--- src/rtl/fci_cfg.svh ---
// Purpose: Named constants for the flash command host controller.
// Assumes: Word-wide device bus, 250 MHz system clock.
// Notes: Bus cycle lengths are counts of system clock cycles.
`ifndef FCI_CFG_SVH
`define FCI_CFG_SVH
`define FCI_CMD_READ_ARRAY 16'h00FF
`define FCI_CMD_READ_STATUS 16'h0070
`define FCI_CMD_READ_ID 16'h0090
`define FCI_CMD_QUERY 16'h0098
`define FCI_CMD_CLEAR_STATUS 16'h0050
`define FCI_CMD_WORD_PROG 16'h0040
`define FCI_CMD_BYTE_PROG 16'h0010
`define FCI_CMD_ERASE_SETUP 16'h0020
`define FCI_CMD_CONFIRM 16'h00D0
`define FCI_CMD_BUF_PROG 16'h00E8
`define FCI_CMD_SUSPEND 16'h00B0
`define FCI_CMD_CFG_SETUP 16'h0060
`define FCI_CMD_ECR_CONFIRM 16'h0004
`define FCI_CMD_LOCK_CONFIRM 16'h0001
`define FCI_CMD_OTP_SETUP 16'h00C0
`define FCI_CMD_PIN_CFG 16'h00B8
`define FCI_OTP_LOCK_VALUE 16'hFFFD
`define FCI_ID_ADDR 24'h00_0001
`define FCI_BIT_READY 7
`define FCI_BIT_PROG_FAIL 4
`define FCI_BIT_SUPPLY 3
`define FCI_BIT_PROTECT 1
`define FCI_STROBE_NS 80
`define FCI_STROBE_CYC (((`FCI_STROBE_NS) * 250 + 999) / 1000)
`define FCI_GAP_CYC 2
`endif

--- src/rtl/fci_pkg.sv ---
// Purpose: Types for the flash command host controller.
// Assumes: Included constants file defines command codes.
// Notes: Operation codes are the user-side order codes.
package fci_pkg;
  typedef enum logic [3:0] {
    FCI_OP_READ_ARRAY = 4'h0,
    FCI_OP_READ_STATUS = 4'h1,
    FCI_OP_READ_ID = 4'h2,
    FCI_OP_QUERY = 4'h3,
    FCI_OP_CLEAR_STATUS = 4'h4,
    FCI_OP_WORD_PROG = 4'h5,
    FCI_OP_BYTE_PROG = 4'h6,
    FCI_OP_ERASE = 4'h7,
    FCI_OP_BUF_CONFIRM = 4'h8,
    FCI_OP_SUSPEND = 4'h9,
    FCI_OP_RESUME = 4'hA,
    FCI_OP_LOCK = 4'hB,
    FCI_OP_UNLOCK = 4'hC,
    FCI_OP_ECR = 4'hD,
    FCI_OP_OTP_PROG = 4'hE,
    FCI_OP_PIN_CFG = 4'hF
  } fci_op_t;
  typedef enum logic [2:0] {
    FCI_ST_IDLE = 3'b000,
    FCI_ST_WRITE = 3'b001,
    FCI_ST_GAP = 3'b011,
    FCI_ST_READ = 3'b010,
    FCI_ST_DONE = 3'b110
  } fci_state_t;
endpackage

--- src/rtl/fci_host.sv ---
// Purpose: Host controller that issues command sequences to a parallel NOR flash.
// Assumes: Device pins are sampled synchronously to clk_sys_i.
// Notes: One order at a time; status polling is left to the user.
`timescale 1ns/1ns
`default_nettype none
`include "fci_cfg.svh"
// How it works
// Enhanced configuration: 0060h then 0004h, register value on address both times.
// Protection program: 00C0h setup, then offset and data in second write.
// Device refuses protection writes outside the area and flags an error.
// Error flags accumulate; only clear-status 0050h clears them.
// Status pin configuration: 00B8h then value on data.
// Single 00FFh write returns the device to array read.
// Single 0070h write selects status read.
// 0090h selects identifier read, device code at 00001h; 0098h selects query.
// Word or byte program: 0040h or 0010h, then data to same location.
// Block erase: 0020h then 00D0h as the very next write.
// Device accepts only one erase at a time, no queue.
// Status bit 7 reads 1 when ready, 0 while busy.
// Output enable toggle refreshes the status byte.
// Status bit 3 flags low programming supply.
// Status bit 1 flags a protected target.
// Status bit 4 flags a failed program.
// After supply error, programs are refused until status is cleared.
// Host clears status flags after any error before retry; the controller clears them only on a user clear-status order.
// Program to a locked protection segment sets bits 4 and 1.
// Protection lock: program 0xFFFD to the lock word; irreversible.
// Buffered program: 00E8h at word address, ends with 00D0h confirm.
// 00B0h suspends; 00D0h resumes.
// Lock block: 0060h then 0001h; unlock: 0060h then 00D0h.
module fci_host
  import fci_pkg::*;
(
  input wire logic clk_sys_i,
  input wire logic rst_n_i,
  input wire logic req_i,
  input wire logic [3:0] op_i,
  input wire logic [23:0] addr_i,
  input wire logic [15:0] data_i,
  input wire logic buf_start_i,
  input wire logic read_i,
  output logic busy_o,
  output logic done_o,
  output logic [15:0] rdata_o,
  output logic seq_ready_o,
  output logic err_flag_o,
  output logic supply_block_o,
  output logic [23:0] flash_addr_o,
  output logic [15:0] flash_dq_o,
  output logic flash_dq_oe_o,
  input wire logic [15:0] flash_dq_i,
  output logic flash_we_n_o,
  output logic flash_oe_n_o,
  output logic flash_ce_n_o
);
  logic rst_s1, rst_n;
  always_ff @(posedge clk_sys_i or negedge rst_n_i) begin
    if (!rst_n_i) begin
      rst_s1 <= 1'b0;
      rst_n <= 1'b0;
    end else begin
      rst_s1 <= 1'b1;
      rst_n <= rst_s1;
    end
  end

  fci_state_t state, next_state;
  logic [7:0] cnt, next_cnt;
  logic second, next_second;
  logic two, next_two;
  logic [23:0] a2, next_a2;
  logic [15:0] d2, next_d2;
  logic [23:0] faddr, next_faddr;
  logic [15:0] fdq, next_fdq;
  logic dq_oe, next_dq_oe, we_n, next_we_n, oe_n, next_oe_n, ce_n, next_ce_n;
  logic busy, next_busy, done, next_done;
  logic [15:0] rdata, next_rdata;
  logic rdy, next_rdy, err, next_err, sblk, next_sblk;
  logic refuse;

  // A program is held back while the device reports a supply fault. see
  always_comb begin
    refuse = sblk && (op_i == FCI_OP_WORD_PROG || op_i == FCI_OP_BYTE_PROG ||
                      op_i == FCI_OP_OTP_PROG || op_i == FCI_OP_BUF_CONFIRM);
  end

  always_comb begin
    next_state = state;
    next_cnt = cnt;
    next_second = second;
    next_two = two;
    next_a2 = a2;
    next_d2 = d2;
    next_faddr = faddr;
    next_fdq = fdq;
    next_dq_oe = dq_oe;
    next_we_n = we_n;
    next_oe_n = oe_n;
    next_ce_n = ce_n;
    next_busy = busy;
    next_done = 1'b0;
    next_rdata = rdata;
    next_rdy = rdy;
    next_err = err;
    next_sblk = sblk;
    unique case (state)
      FCI_ST_IDLE: begin
        if (req_i && !refuse) begin
          next_busy = 1'b1;
          next_state = FCI_ST_WRITE;
          next_cnt = 8'(`FCI_STROBE_CYC);
          next_second = 1'b0;
          next_two = 1'b1;
          next_faddr = addr_i;
          next_a2 = addr_i;
          next_d2 = data_i;
          next_ce_n = 1'b0;
          next_we_n = 1'b0;
          next_dq_oe = 1'b1;
          unique case (fci_op_t'(op_i))
            FCI_OP_READ_ARRAY: begin
              next_fdq = `FCI_CMD_READ_ARRAY;
              next_two = 1'b0;
            end
            FCI_OP_READ_STATUS: begin
              next_fdq = `FCI_CMD_READ_STATUS;
              next_two = 1'b0;
            end
            FCI_OP_READ_ID: begin
              next_fdq = `FCI_CMD_READ_ID;
              next_two = 1'b0;
            end
            FCI_OP_QUERY: begin
              next_fdq = `FCI_CMD_QUERY;
              next_two = 1'b0;
            end
            FCI_OP_CLEAR_STATUS: begin
              next_fdq = `FCI_CMD_CLEAR_STATUS; // see
              next_two = 1'b0;
              next_err = 1'b0;
              next_sblk = 1'b0;
            end
            FCI_OP_WORD_PROG: next_fdq = `FCI_CMD_WORD_PROG;
            FCI_OP_BYTE_PROG: next_fdq = `FCI_CMD_BYTE_PROG;
            FCI_OP_ERASE: next_d2 = `FCI_CMD_CONFIRM;
            FCI_OP_BUF_CONFIRM: begin
              next_fdq = buf_start_i ? `FCI_CMD_BUF_PROG : `FCI_CMD_CONFIRM;
              next_two = 1'b0;
            end
            FCI_OP_SUSPEND: begin
              next_fdq = `FCI_CMD_SUSPEND;
              next_two = 1'b0;
            end
            FCI_OP_RESUME: begin
              next_fdq = `FCI_CMD_CONFIRM;
              next_two = 1'b0;
            end
            FCI_OP_LOCK: begin
              next_fdq = `FCI_CMD_CFG_SETUP;
              next_d2 = `FCI_CMD_LOCK_CONFIRM;
            end
            FCI_OP_UNLOCK: begin
              next_fdq = `FCI_CMD_CFG_SETUP;
              next_d2 = `FCI_CMD_CONFIRM;
            end
            FCI_OP_ECR: begin
              next_fdq = `FCI_CMD_CFG_SETUP;
              next_d2 = `FCI_CMD_ECR_CONFIRM;
            end
            FCI_OP_OTP_PROG: next_fdq = `FCI_CMD_OTP_SETUP; // see
            FCI_OP_PIN_CFG: next_fdq = `FCI_CMD_PIN_CFG;
          endcase
          if (fci_op_t'(op_i) == FCI_OP_ERASE) begin
            next_fdq = `FCI_CMD_ERASE_SETUP; // see
          end
        end else if (read_i) begin
          next_busy = 1'b1;
          next_state = FCI_ST_READ;
          next_cnt = 8'(`FCI_STROBE_CYC);
          next_faddr = addr_i;
          next_ce_n = 1'b0;
          next_oe_n = 1'b0;
          next_dq_oe = 1'b0;
        end
      end
      FCI_ST_WRITE: begin
        if (cnt == 8'd1) begin
          next_we_n = 1'b1;
          next_ce_n = 1'b1;
          next_cnt = 8'(`FCI_GAP_CYC);
          next_state = FCI_ST_GAP;
        end else begin
          next_cnt = cnt - 8'd1;
        end
      end
      FCI_ST_GAP: begin
        if (cnt == 8'd1) begin
          if (two && !second) begin
            next_second = 1'b1;
            next_faddr = a2;
            next_fdq = d2;
            next_we_n = 1'b0;
            next_ce_n = 1'b0;
            next_cnt = 8'(`FCI_STROBE_CYC);
            next_state = FCI_ST_WRITE;
          end else begin
            next_dq_oe = 1'b0;
            next_state = FCI_ST_DONE;
          end
        end else begin
          next_cnt = cnt - 8'd1;
        end
      end
      FCI_ST_READ: begin
        if (cnt == 8'd1) begin
          next_rdata = flash_dq_i;
          next_rdy = flash_dq_i[`FCI_BIT_READY];
          next_err = err | flash_dq_i[`FCI_BIT_PROG_FAIL] | flash_dq_i[`FCI_BIT_SUPPLY] |
                     flash_dq_i[`FCI_BIT_PROTECT]; // see see see
          next_sblk = sblk | flash_dq_i[`FCI_BIT_SUPPLY];
          next_oe_n = 1'b1;
          next_ce_n = 1'b1;
          next_state = FCI_ST_DONE;
        end else begin
          next_cnt = cnt - 8'd1;
        end
      end
      FCI_ST_DONE: begin
        next_busy = 1'b0;
        next_done = 1'b1;
        next_state = FCI_ST_IDLE;
      end
      default: next_state = FCI_ST_IDLE;
    endcase
  end

  always_ff @(posedge clk_sys_i or negedge rst_n) begin
    if (!rst_n) begin
      state <= FCI_ST_IDLE;
      cnt <= 8'h00;
      second <= 1'b0;
      two <= 1'b0;
      a2 <= 24'h00_0000;
      d2 <= 16'h0000;
      faddr <= 24'h00_0000;
      fdq <= 16'h0000;
      dq_oe <= 1'b0;
      we_n <= 1'b1;
      oe_n <= 1'b1;
      ce_n <= 1'b1;
      busy <= 1'b0;
      done <= 1'b0;
      rdata <= 16'h0000;
      rdy <= 1'b0;
      err <= 1'b0;
      sblk <= 1'b0;
    end else begin
      state <= next_state;
      cnt <= next_cnt;
      second <= next_second;
      two <= next_two;
      a2 <= next_a2;
      d2 <= next_d2;
      faddr <= next_faddr;
      fdq <= next_fdq;
      dq_oe <= next_dq_oe;
      we_n <= next_we_n;
      oe_n <= next_oe_n;
      ce_n <= next_ce_n;
      busy <= next_busy;
      done <= next_done;
      rdata <= next_rdata;
      rdy <= next_rdy;
      err <= next_err;
      sblk <= next_sblk;
    end
  end

  assign busy_o = busy;
  assign done_o = done;
  assign rdata_o = rdata;
  assign seq_ready_o = rdy;
  assign err_flag_o = err;
  assign supply_block_o = sblk;
  assign flash_addr_o = faddr;
  assign flash_dq_o = fdq;
  assign flash_dq_oe_o = dq_oe;
  assign flash_we_n_o = we_n;
  assign flash_oe_n_o = oe_n;
  assign flash_ce_n_o = ce_n;

  property p_erase_confirm_next;
    @(posedge clk_sys_i) disable iff (!rst_n)
    (state == FCI_ST_GAP && second == 1'b0 && two && fdq == `FCI_CMD_ERASE_SETUP && cnt == 8'd1)
      |=> (!we_n && fdq == `FCI_CMD_CONFIRM);
  endproperty
  a_erase_confirm_next: assert property (p_erase_confirm_next) else $error("Erase confirm not next.");

  property p_supply_refuse;
    @(posedge clk_sys_i) disable iff (!rst_n)
    (state == FCI_ST_IDLE && sblk && req_i && op_i == FCI_OP_WORD_PROG) |=> (state == FCI_ST_IDLE);
  endproperty
  a_supply_refuse: assert property (p_supply_refuse) else $error("Program sent under supply fault.");

  property p_clear_flags;
    @(posedge clk_sys_i) disable iff (!rst_n)
    (state == FCI_ST_IDLE && req_i && op_i == FCI_OP_CLEAR_STATUS) |=> (!err && !sblk && fdq == `FCI_CMD_CLEAR_STATUS);
  endproperty
  a_clear_flags: assert property (p_clear_flags) else $error("Clear status did not clear flags.");

  property p_err_sticky;
    @(posedge clk_sys_i) disable iff (!rst_n)
    (err && !(state == FCI_ST_IDLE && req_i && op_i == FCI_OP_CLEAR_STATUS)) |=> err;
  endproperty
  a_err_sticky: assert property (p_err_sticky) else $error("Error flag lost without clear.");

  property p_ready_capture;
    @(posedge clk_sys_i) disable iff (!rst_n)
    (state == FCI_ST_READ && cnt == 8'd1) |=> (rdy == $past(flash_dq_i[`FCI_BIT_READY]));
  endproperty
  a_ready_capture: assert property (p_ready_capture) else $error("Ready bit not captured.");

  property p_read_array_single;
    @(posedge clk_sys_i) disable iff (!rst_n)
    (state == FCI_ST_IDLE && req_i && op_i == FCI_OP_READ_ARRAY) |=> (!two && fdq == `FCI_CMD_READ_ARRAY);
  endproperty
  a_read_array_single: assert property (p_read_array_single) else $error("Read array not single write.");

  property p_ecr_addr;
    @(posedge clk_sys_i) disable iff (!rst_n)
    (state == FCI_ST_WRITE && second && fdq == `FCI_CMD_ECR_CONFIRM) |-> (faddr == a2);
  endproperty
  a_ecr_addr: assert property (p_ecr_addr) else $error("Configuration value not on address.");

  property p_status_cmd;
    @(posedge clk_sys_i) disable iff (!rst_n)
    (state == FCI_ST_IDLE && req_i && op_i == FCI_OP_READ_STATUS) |=> (!we_n && !ce_n && fdq == `FCI_CMD_READ_STATUS);
  endproperty
  a_status_cmd: assert property (p_status_cmd) else $error("Status read command not driven.");
endmodule
`default_nettype wire

--- config.mk ---
export PLATFORM = sky130hd
export DESIGN_NAME = fci_host
export DESIGN_NICKNAME = d
export VERILOG_FILES = /design/src/rtl/fci_pkg.sv /design/src/rtl/fci_host.sv
export VERILOG_INCLUDE_DIRS = /design/src /design/src/rtl
export SDC_FILE = /design/constraint.sdc
export NUM_CORES = 1
export LEC_CHECK = 0
export BUFFER_PORTS_ARGS = -buffer_cell sky130_fd_sc_hd__buf_4
export CAP_MARGIN = 20
export CORE_UTILIZATION = 50
export CTS_BUF_LIST = sky130_fd_sc_hd__clkbuf_8
export DETAILED_ROUTE_END_ITERATION = 8
export PLACE_DENSITY = 0.79
export SYNTH_ARGS = -nofsm -noshare
export SYNTH_HDL_FRONTEND = slang
export SYNTH_SLANG_ARGS = --single-unit
export TNS_END_PERCENT = 50
--- constraint.sdc ---
create_clock -name clk_sys_i -period 5 [get_ports clk_sys_i]
set_input_delay 0.25 -clock clk_sys_i [delete_from_list [all_inputs] [get_ports clk_sys_i]]
set_output_delay 0.25 -clock clk_sys_i [all_outputs]
set_load 0.01 [all_outputs]
; After elaboration in Yosys (flattened, before gate mapping)
; Cells that the tools add are included.
[word_totals]
reg_bits = 120
in_bits = 65
output_inout_bits = 65
wordCells = 147
[op_classes]
add_sub_neg = 1
eq_ne = 34
muxes = 55
n_bitwise = 4
reduce_logical = 33
[op_table]
columns = cell, count
row1 = $pmux 16 s13, 1
row2 = $mux 24, 4
row3 = $mux 16, 4
row4 = $mux 8, 6
row5 = $pmux 16 s3, 1
row6 = $pmux 24 s2, 1
row7 = $eq 4x4->1 const B, 8
row8 = $pmux 16 s2, 1
row9 = $pmux 8 s4, 1
row10 = $reduce_and 4->1, 7
row11 = $mux 1, 20
row12 = $mux 3, 6
row13 = $ne 2x2->1 const B, 9
row14 = $eq 4x3->1 const B, 4
row15 = $ne 15x7->1 const B, 1
row16 = $reduce_and 5->1, 3
row17 = $pmux 1 s2, 6
row18 = $pmux 3 s4, 1
row19 = $eq 4x2->1 const B, 2
row20 = $eq 8x1->1 const B, 1
row21 = $reduce_or 8->1, 1
row22 = $sub 8x1->8 const B, 1
row23 = $eq 3x2->1 const B, 2
row24 = $mux 6, 1
row25 = 18 further kinds, 35

; Depth between registers and ports, before layout
[logic_depth]
ltp_word = 9
ltp_mapped = 9
mapped_depth_nobuf = 8

; Least setup slack after synthesis
; Ideal clock, no wire load.
[synth_timing]
path_kind = reg-to-reg
start = register cnt[1]
end = register faddr[10], in the netlist flash_addr_o[10]
setup_time_ns = 0.125
arrival_ns = 2.000
required_time_ns = 4.875
slack_ns = 2.875
stages_incl_launch_ff = 9
n_path_buf = 1
synth_period_minus_slack_ns = 2.125
cell_sequence = dfrtp_1 > inv_1 > ha_1 > nor3b_1 > nand2_1 > nor3_1 > nor2_2 > buf_2 > mux2_2
[synth_via]
elab_chain_len = 3
[synth_rtl]
columns = element, line
row1 = "start, declared", fci_host.sv:68  ; logic [7:0] cnt, next_cnt;
row2 = "start signal, assigned", fci_host.sv:259  ; cnt <= next_cnt;
row3 = $eq 8x1->1, fci_host.sv:197  ; if (cnt == 8'd1) begin
row4 = $ne 2x2->1 (no line), -
row5 = $reduce_and 4->1 (no line), -
row6 = "end signal, assigned", fci_host.sv:264  ; faddr <= next_faddr;
row7 = "end, declared", fci_host.sv:73  ; logic [23:0] faddr, next_faddr;
; Every way passes these cells.
; A chain may end at the register's enable or synchronous reset.

; Worst setup path in the final report
[layout_timing]
start = register state[1]
end = register fdq[7], in the netlist flash_dq_o[7]
[layout_via]
elab_chain_len = 3
[layout_rtl]
columns = element, line
row1 = "start, declared", fci_host.sv:67  ; fci_state_t state, next_state;
row2 = "start signal, assigned", fci_host.sv:258  ; state <= next_state;
row3 = $logic_not 3->1 or $eq 3x2->1 (tied branches), fci_host.sv:106  ; unique case (state)
row4 = "$ne 15x7->1 (no line), or another cell as far along", -
row5 = $reduce_and 5->1 (no line), -
row6 = "end signal, assigned", fci_host.sv:265  ; fdq <= next_fdq;
row7 = "end, declared", fci_host.sv:74  ; logic [15:0] fdq, next_fdq;
; Several ways; a longest one is shown, not always the timed one.

==> results_dict.tcl <==
set metrics [dict create \
    reg2reg_to "flash_dq_o[7]$_DFFE_PN0P_" \
    yosys-top-cells-area "dfrtp_1, mux2_2, nand2_1" \
    yosysSeqAreaShare 0.541 \
    rows 37 \
    avgSynthCellArea_um2 10.4 \
    arrival_ns 3.39 \
    fin_crit_sh 0.613 \
    drc_errors 0 \
    skew_ns 0.0141 \
    final-max-slew-violation-count 0 \
    rsz0062_at_grt "no" \
    finalSetupViolations 0 \
    h-tree-depth 4 \
    synth_top_flop_cell "dfrtp_1" \
    top_usage_layer "met2" \
    synth_cell_types 55 \
    die_w_um 107 \
    synth_warnings 0 \
    grt_overflow 0 \
    r2r_start "state[1]$_DFFE_PN0P_" \
    path_depth 5 \
    worst_slew_pin_slew_ns 0.921 \
    core_area_um2 10500 \
    cts-root-buf "clkbuf_8" \
    slowest_stage "nor2b_1" \
    fin_area_um2 7030 \
    gp_congestion 0.830 \
    required_ns 5.32 \
    synth_top_cell_by_area "dfrtp_1" \
    syn_inst 530 \
    numCtsBuffers 17 \
    power_mw 2.02 \
    die-area_um2 11400 \
    relSlewSlack 0.386 \
    endpoint_kind "flop" \
    p_leak_nw 3.56 \
    status "finished clean" \
    dr.pass1.iters 5 \
    place_area_um2 6560 \
    io_pins 130 \
    final_nets 720 \
    met2_usage 0.381 \
    power.density_nw_per_um2 288 \
    synth-edff-count 0 \
    yosysMostFrequentCell "nand2_1" \
    cp_top_family "simple AND/OR/NAND/NOR gates" \
    ys_ff_latch 119 \
    use_met1 0.298 \
    worstSkewPairLatency_ns 0.44 \
    synth_common_cells "nand2_1, dfrtp_1, mux2_2" \
    critPathLaunchType "flop" \
    viasPerCell 5.41 \
    critPathKind "flop to flop" \
    wire_per_inst_um 15.6 \
    start_util 0.524 \
    r2r_setup_slack_ns 1.93 \
    drive_gt1_frac 0.363 \
    hold_viol 0 \
    grt_util_met3 0.0535 \
    port_buffers 129 \
    critPathLaunch "state[1]$_DFFE_PN0P_" \
    r2r_cells 5 \
    track_usage 0.234 \
    async_reset_ff_frac 1.00 \
    n_antenna_cell 0 \
    fin_setup_tns_ns 0 \
    post_cts_buffers 0 \
    antenna_found_initial 0 \
    wirelength_mm 12.5 \
    drt_iter0_markers 219 \
    post-dp-hpwl_mm 8.68 \
    fmax_mhz 326 \
    grt_pass1_vias 4307 \
    syn-num-nets 597 \
    crit_chain "nor2b_1, nand2_1, buf_16, o31ai_4, mux2_2" \
    crit_fanout 27 \
    synth_area_um2 5510 \
    grt_first_pass_wirelength_mm 20.6 \
    cts_tree "done" \
    fillers 798 \
    area_growth_pct 27.7 \
    hold_path.class "input pin to flop" \
    cp-endpoint "flash_dq_o[7]$_DFFE_PN0P_" \
    clockBufferDepth 2 \
    cap_violations 0 \
    ant_nets 0 \
    grt_max_degree 73 \
    yosys.area.top_type_share 0.527 \
    vdd_drop_max_v 0.000148 \
    vias 4337 \
    cp_slowest_stage_delay_ns 0.71 \
    die_y_um 107 \
    clkTransAtPathRegs_ns 0.07 \
    finalCriticalPeriod_ns 3.07 \
    cp_num_buf_inv 1 \
    cts_sinks 119 \
]
flip-flops by register name, summed over array words and instances, names as in the netlist, 3 cells and up:
register	count
a2	24
flash_addr_o	24
d2	16
flash_dq_o	16
rdata_o	16
cnt	8
state	3
routing by layer:
layer,share of wire,vias up
met5,0,-
met4,0.022,0
met3,0.045,27
met2,0.52,127
met1,0.41,2101
li1,-,2082
area by class of cell:
class                           instances  area (um^2)  area share
Clock buffer                           19          262      0.0372
Clock inverter                         13          163      0.0231
Tap cell                              136          170      0.0242
Inverter                               23         86.3      0.0123
Timing Repair Buffer                  138         1060       0.151
Multi-Input combinational cell        354         2310       0.328
Sequential cell                       119         2990       0.424
per-stage QoR:
step                      worst slack, ns  instances  hold WS [ns]   util
final                                1.93        802        0.0382  0.669
after global routing                 1.71        802        0.0247  0.669
after CTS                            1.42        800        0.0238  0.666
after detailed placement             1.47        766        0.0331  0.624
after global placement               1.57        766        0.0322  0.624
after floorplan                      1.44        530       -0.0456      -
cell families after synthesis:
logic type,Yosys count,share of synthesized area
adders and majority gates,2,0.00454
other,1,0.000681
and+or+nand+nor,177,0.147
muxes,74,0.150
buffers and inverters,57,0.0411
xor gates and xnor gates,3,0.00477
DFF,119,0.541
AOI/OAI and AO/OA,97,0.111
layout by cell type, fill, tap and decap left out, types with 5 or more instances in the layout:
cell	netlist	layout
clkbuf_8	0	19
nor2b_1	5	5
mux2_2	67	67
nor3_1	7	7
nand4_1	8	8
dfrtp_1	116	115
buf_4	1	135
mux2i_1	7	7
nand2_1	118	118
o21ai_0	35	35
o31ai_1	6	6
a21oi_1	22	22
inv_1	23	27
nor2_1	10	10
power breakdown:
| group | switching, mW | total, mW | internal, mW |
|---|---|---|---|
| clock network | 0.368 | 0.926 | 0.558 |
| registers | 0.0154 | 0.987 | 0.972 |
| logic | 0.0501 | 0.111 | 0.0607 |
how the worst min path moves through the flow:
| stage | cells after the start | to | start |
|---|---|---|---|
| 2_1_floorplan | 0 | rst_n$_DFF_PN0_ | rst_n_i |
| 3_3_place_gp | 1 | rst_s1$_DFF_PN0_ | rst_n_i |
| 3_5_place_dp | 1 | rst_s1$_DFF_PN0_ | rst_n_i |
| 4_1_cts | 2 | rdata_o[15]$_DFFE_PN0P_ | flash_dq_i[15] |
| 5_1_grt | 2 | rdata_o[15]$_DFFE_PN0P_ | flash_dq_i[15] |
| 6_report | 2 | rdata_o[15]$_DFFE_PN0P_ | flash_dq_i[15] |
what timing repair did:
action / CTS / global route
hold endpoints to repair: 3 / 0
resized for setup: 0 / 0
hold buffers: 2 / 0
worst register-to-register path: cells and delay by family (launching register included):
family | cells | cell delay, ns
AO/OA/AOI/OAI | 1 | 0.64
buffers and inverters | 1 | 0.27
flip-flops | 1 | 0.57
multiplexers | 1 | 0.42
AND/OR/NAND/NOR | 2 | 1.06
Power figures use the tool's default switching activity.
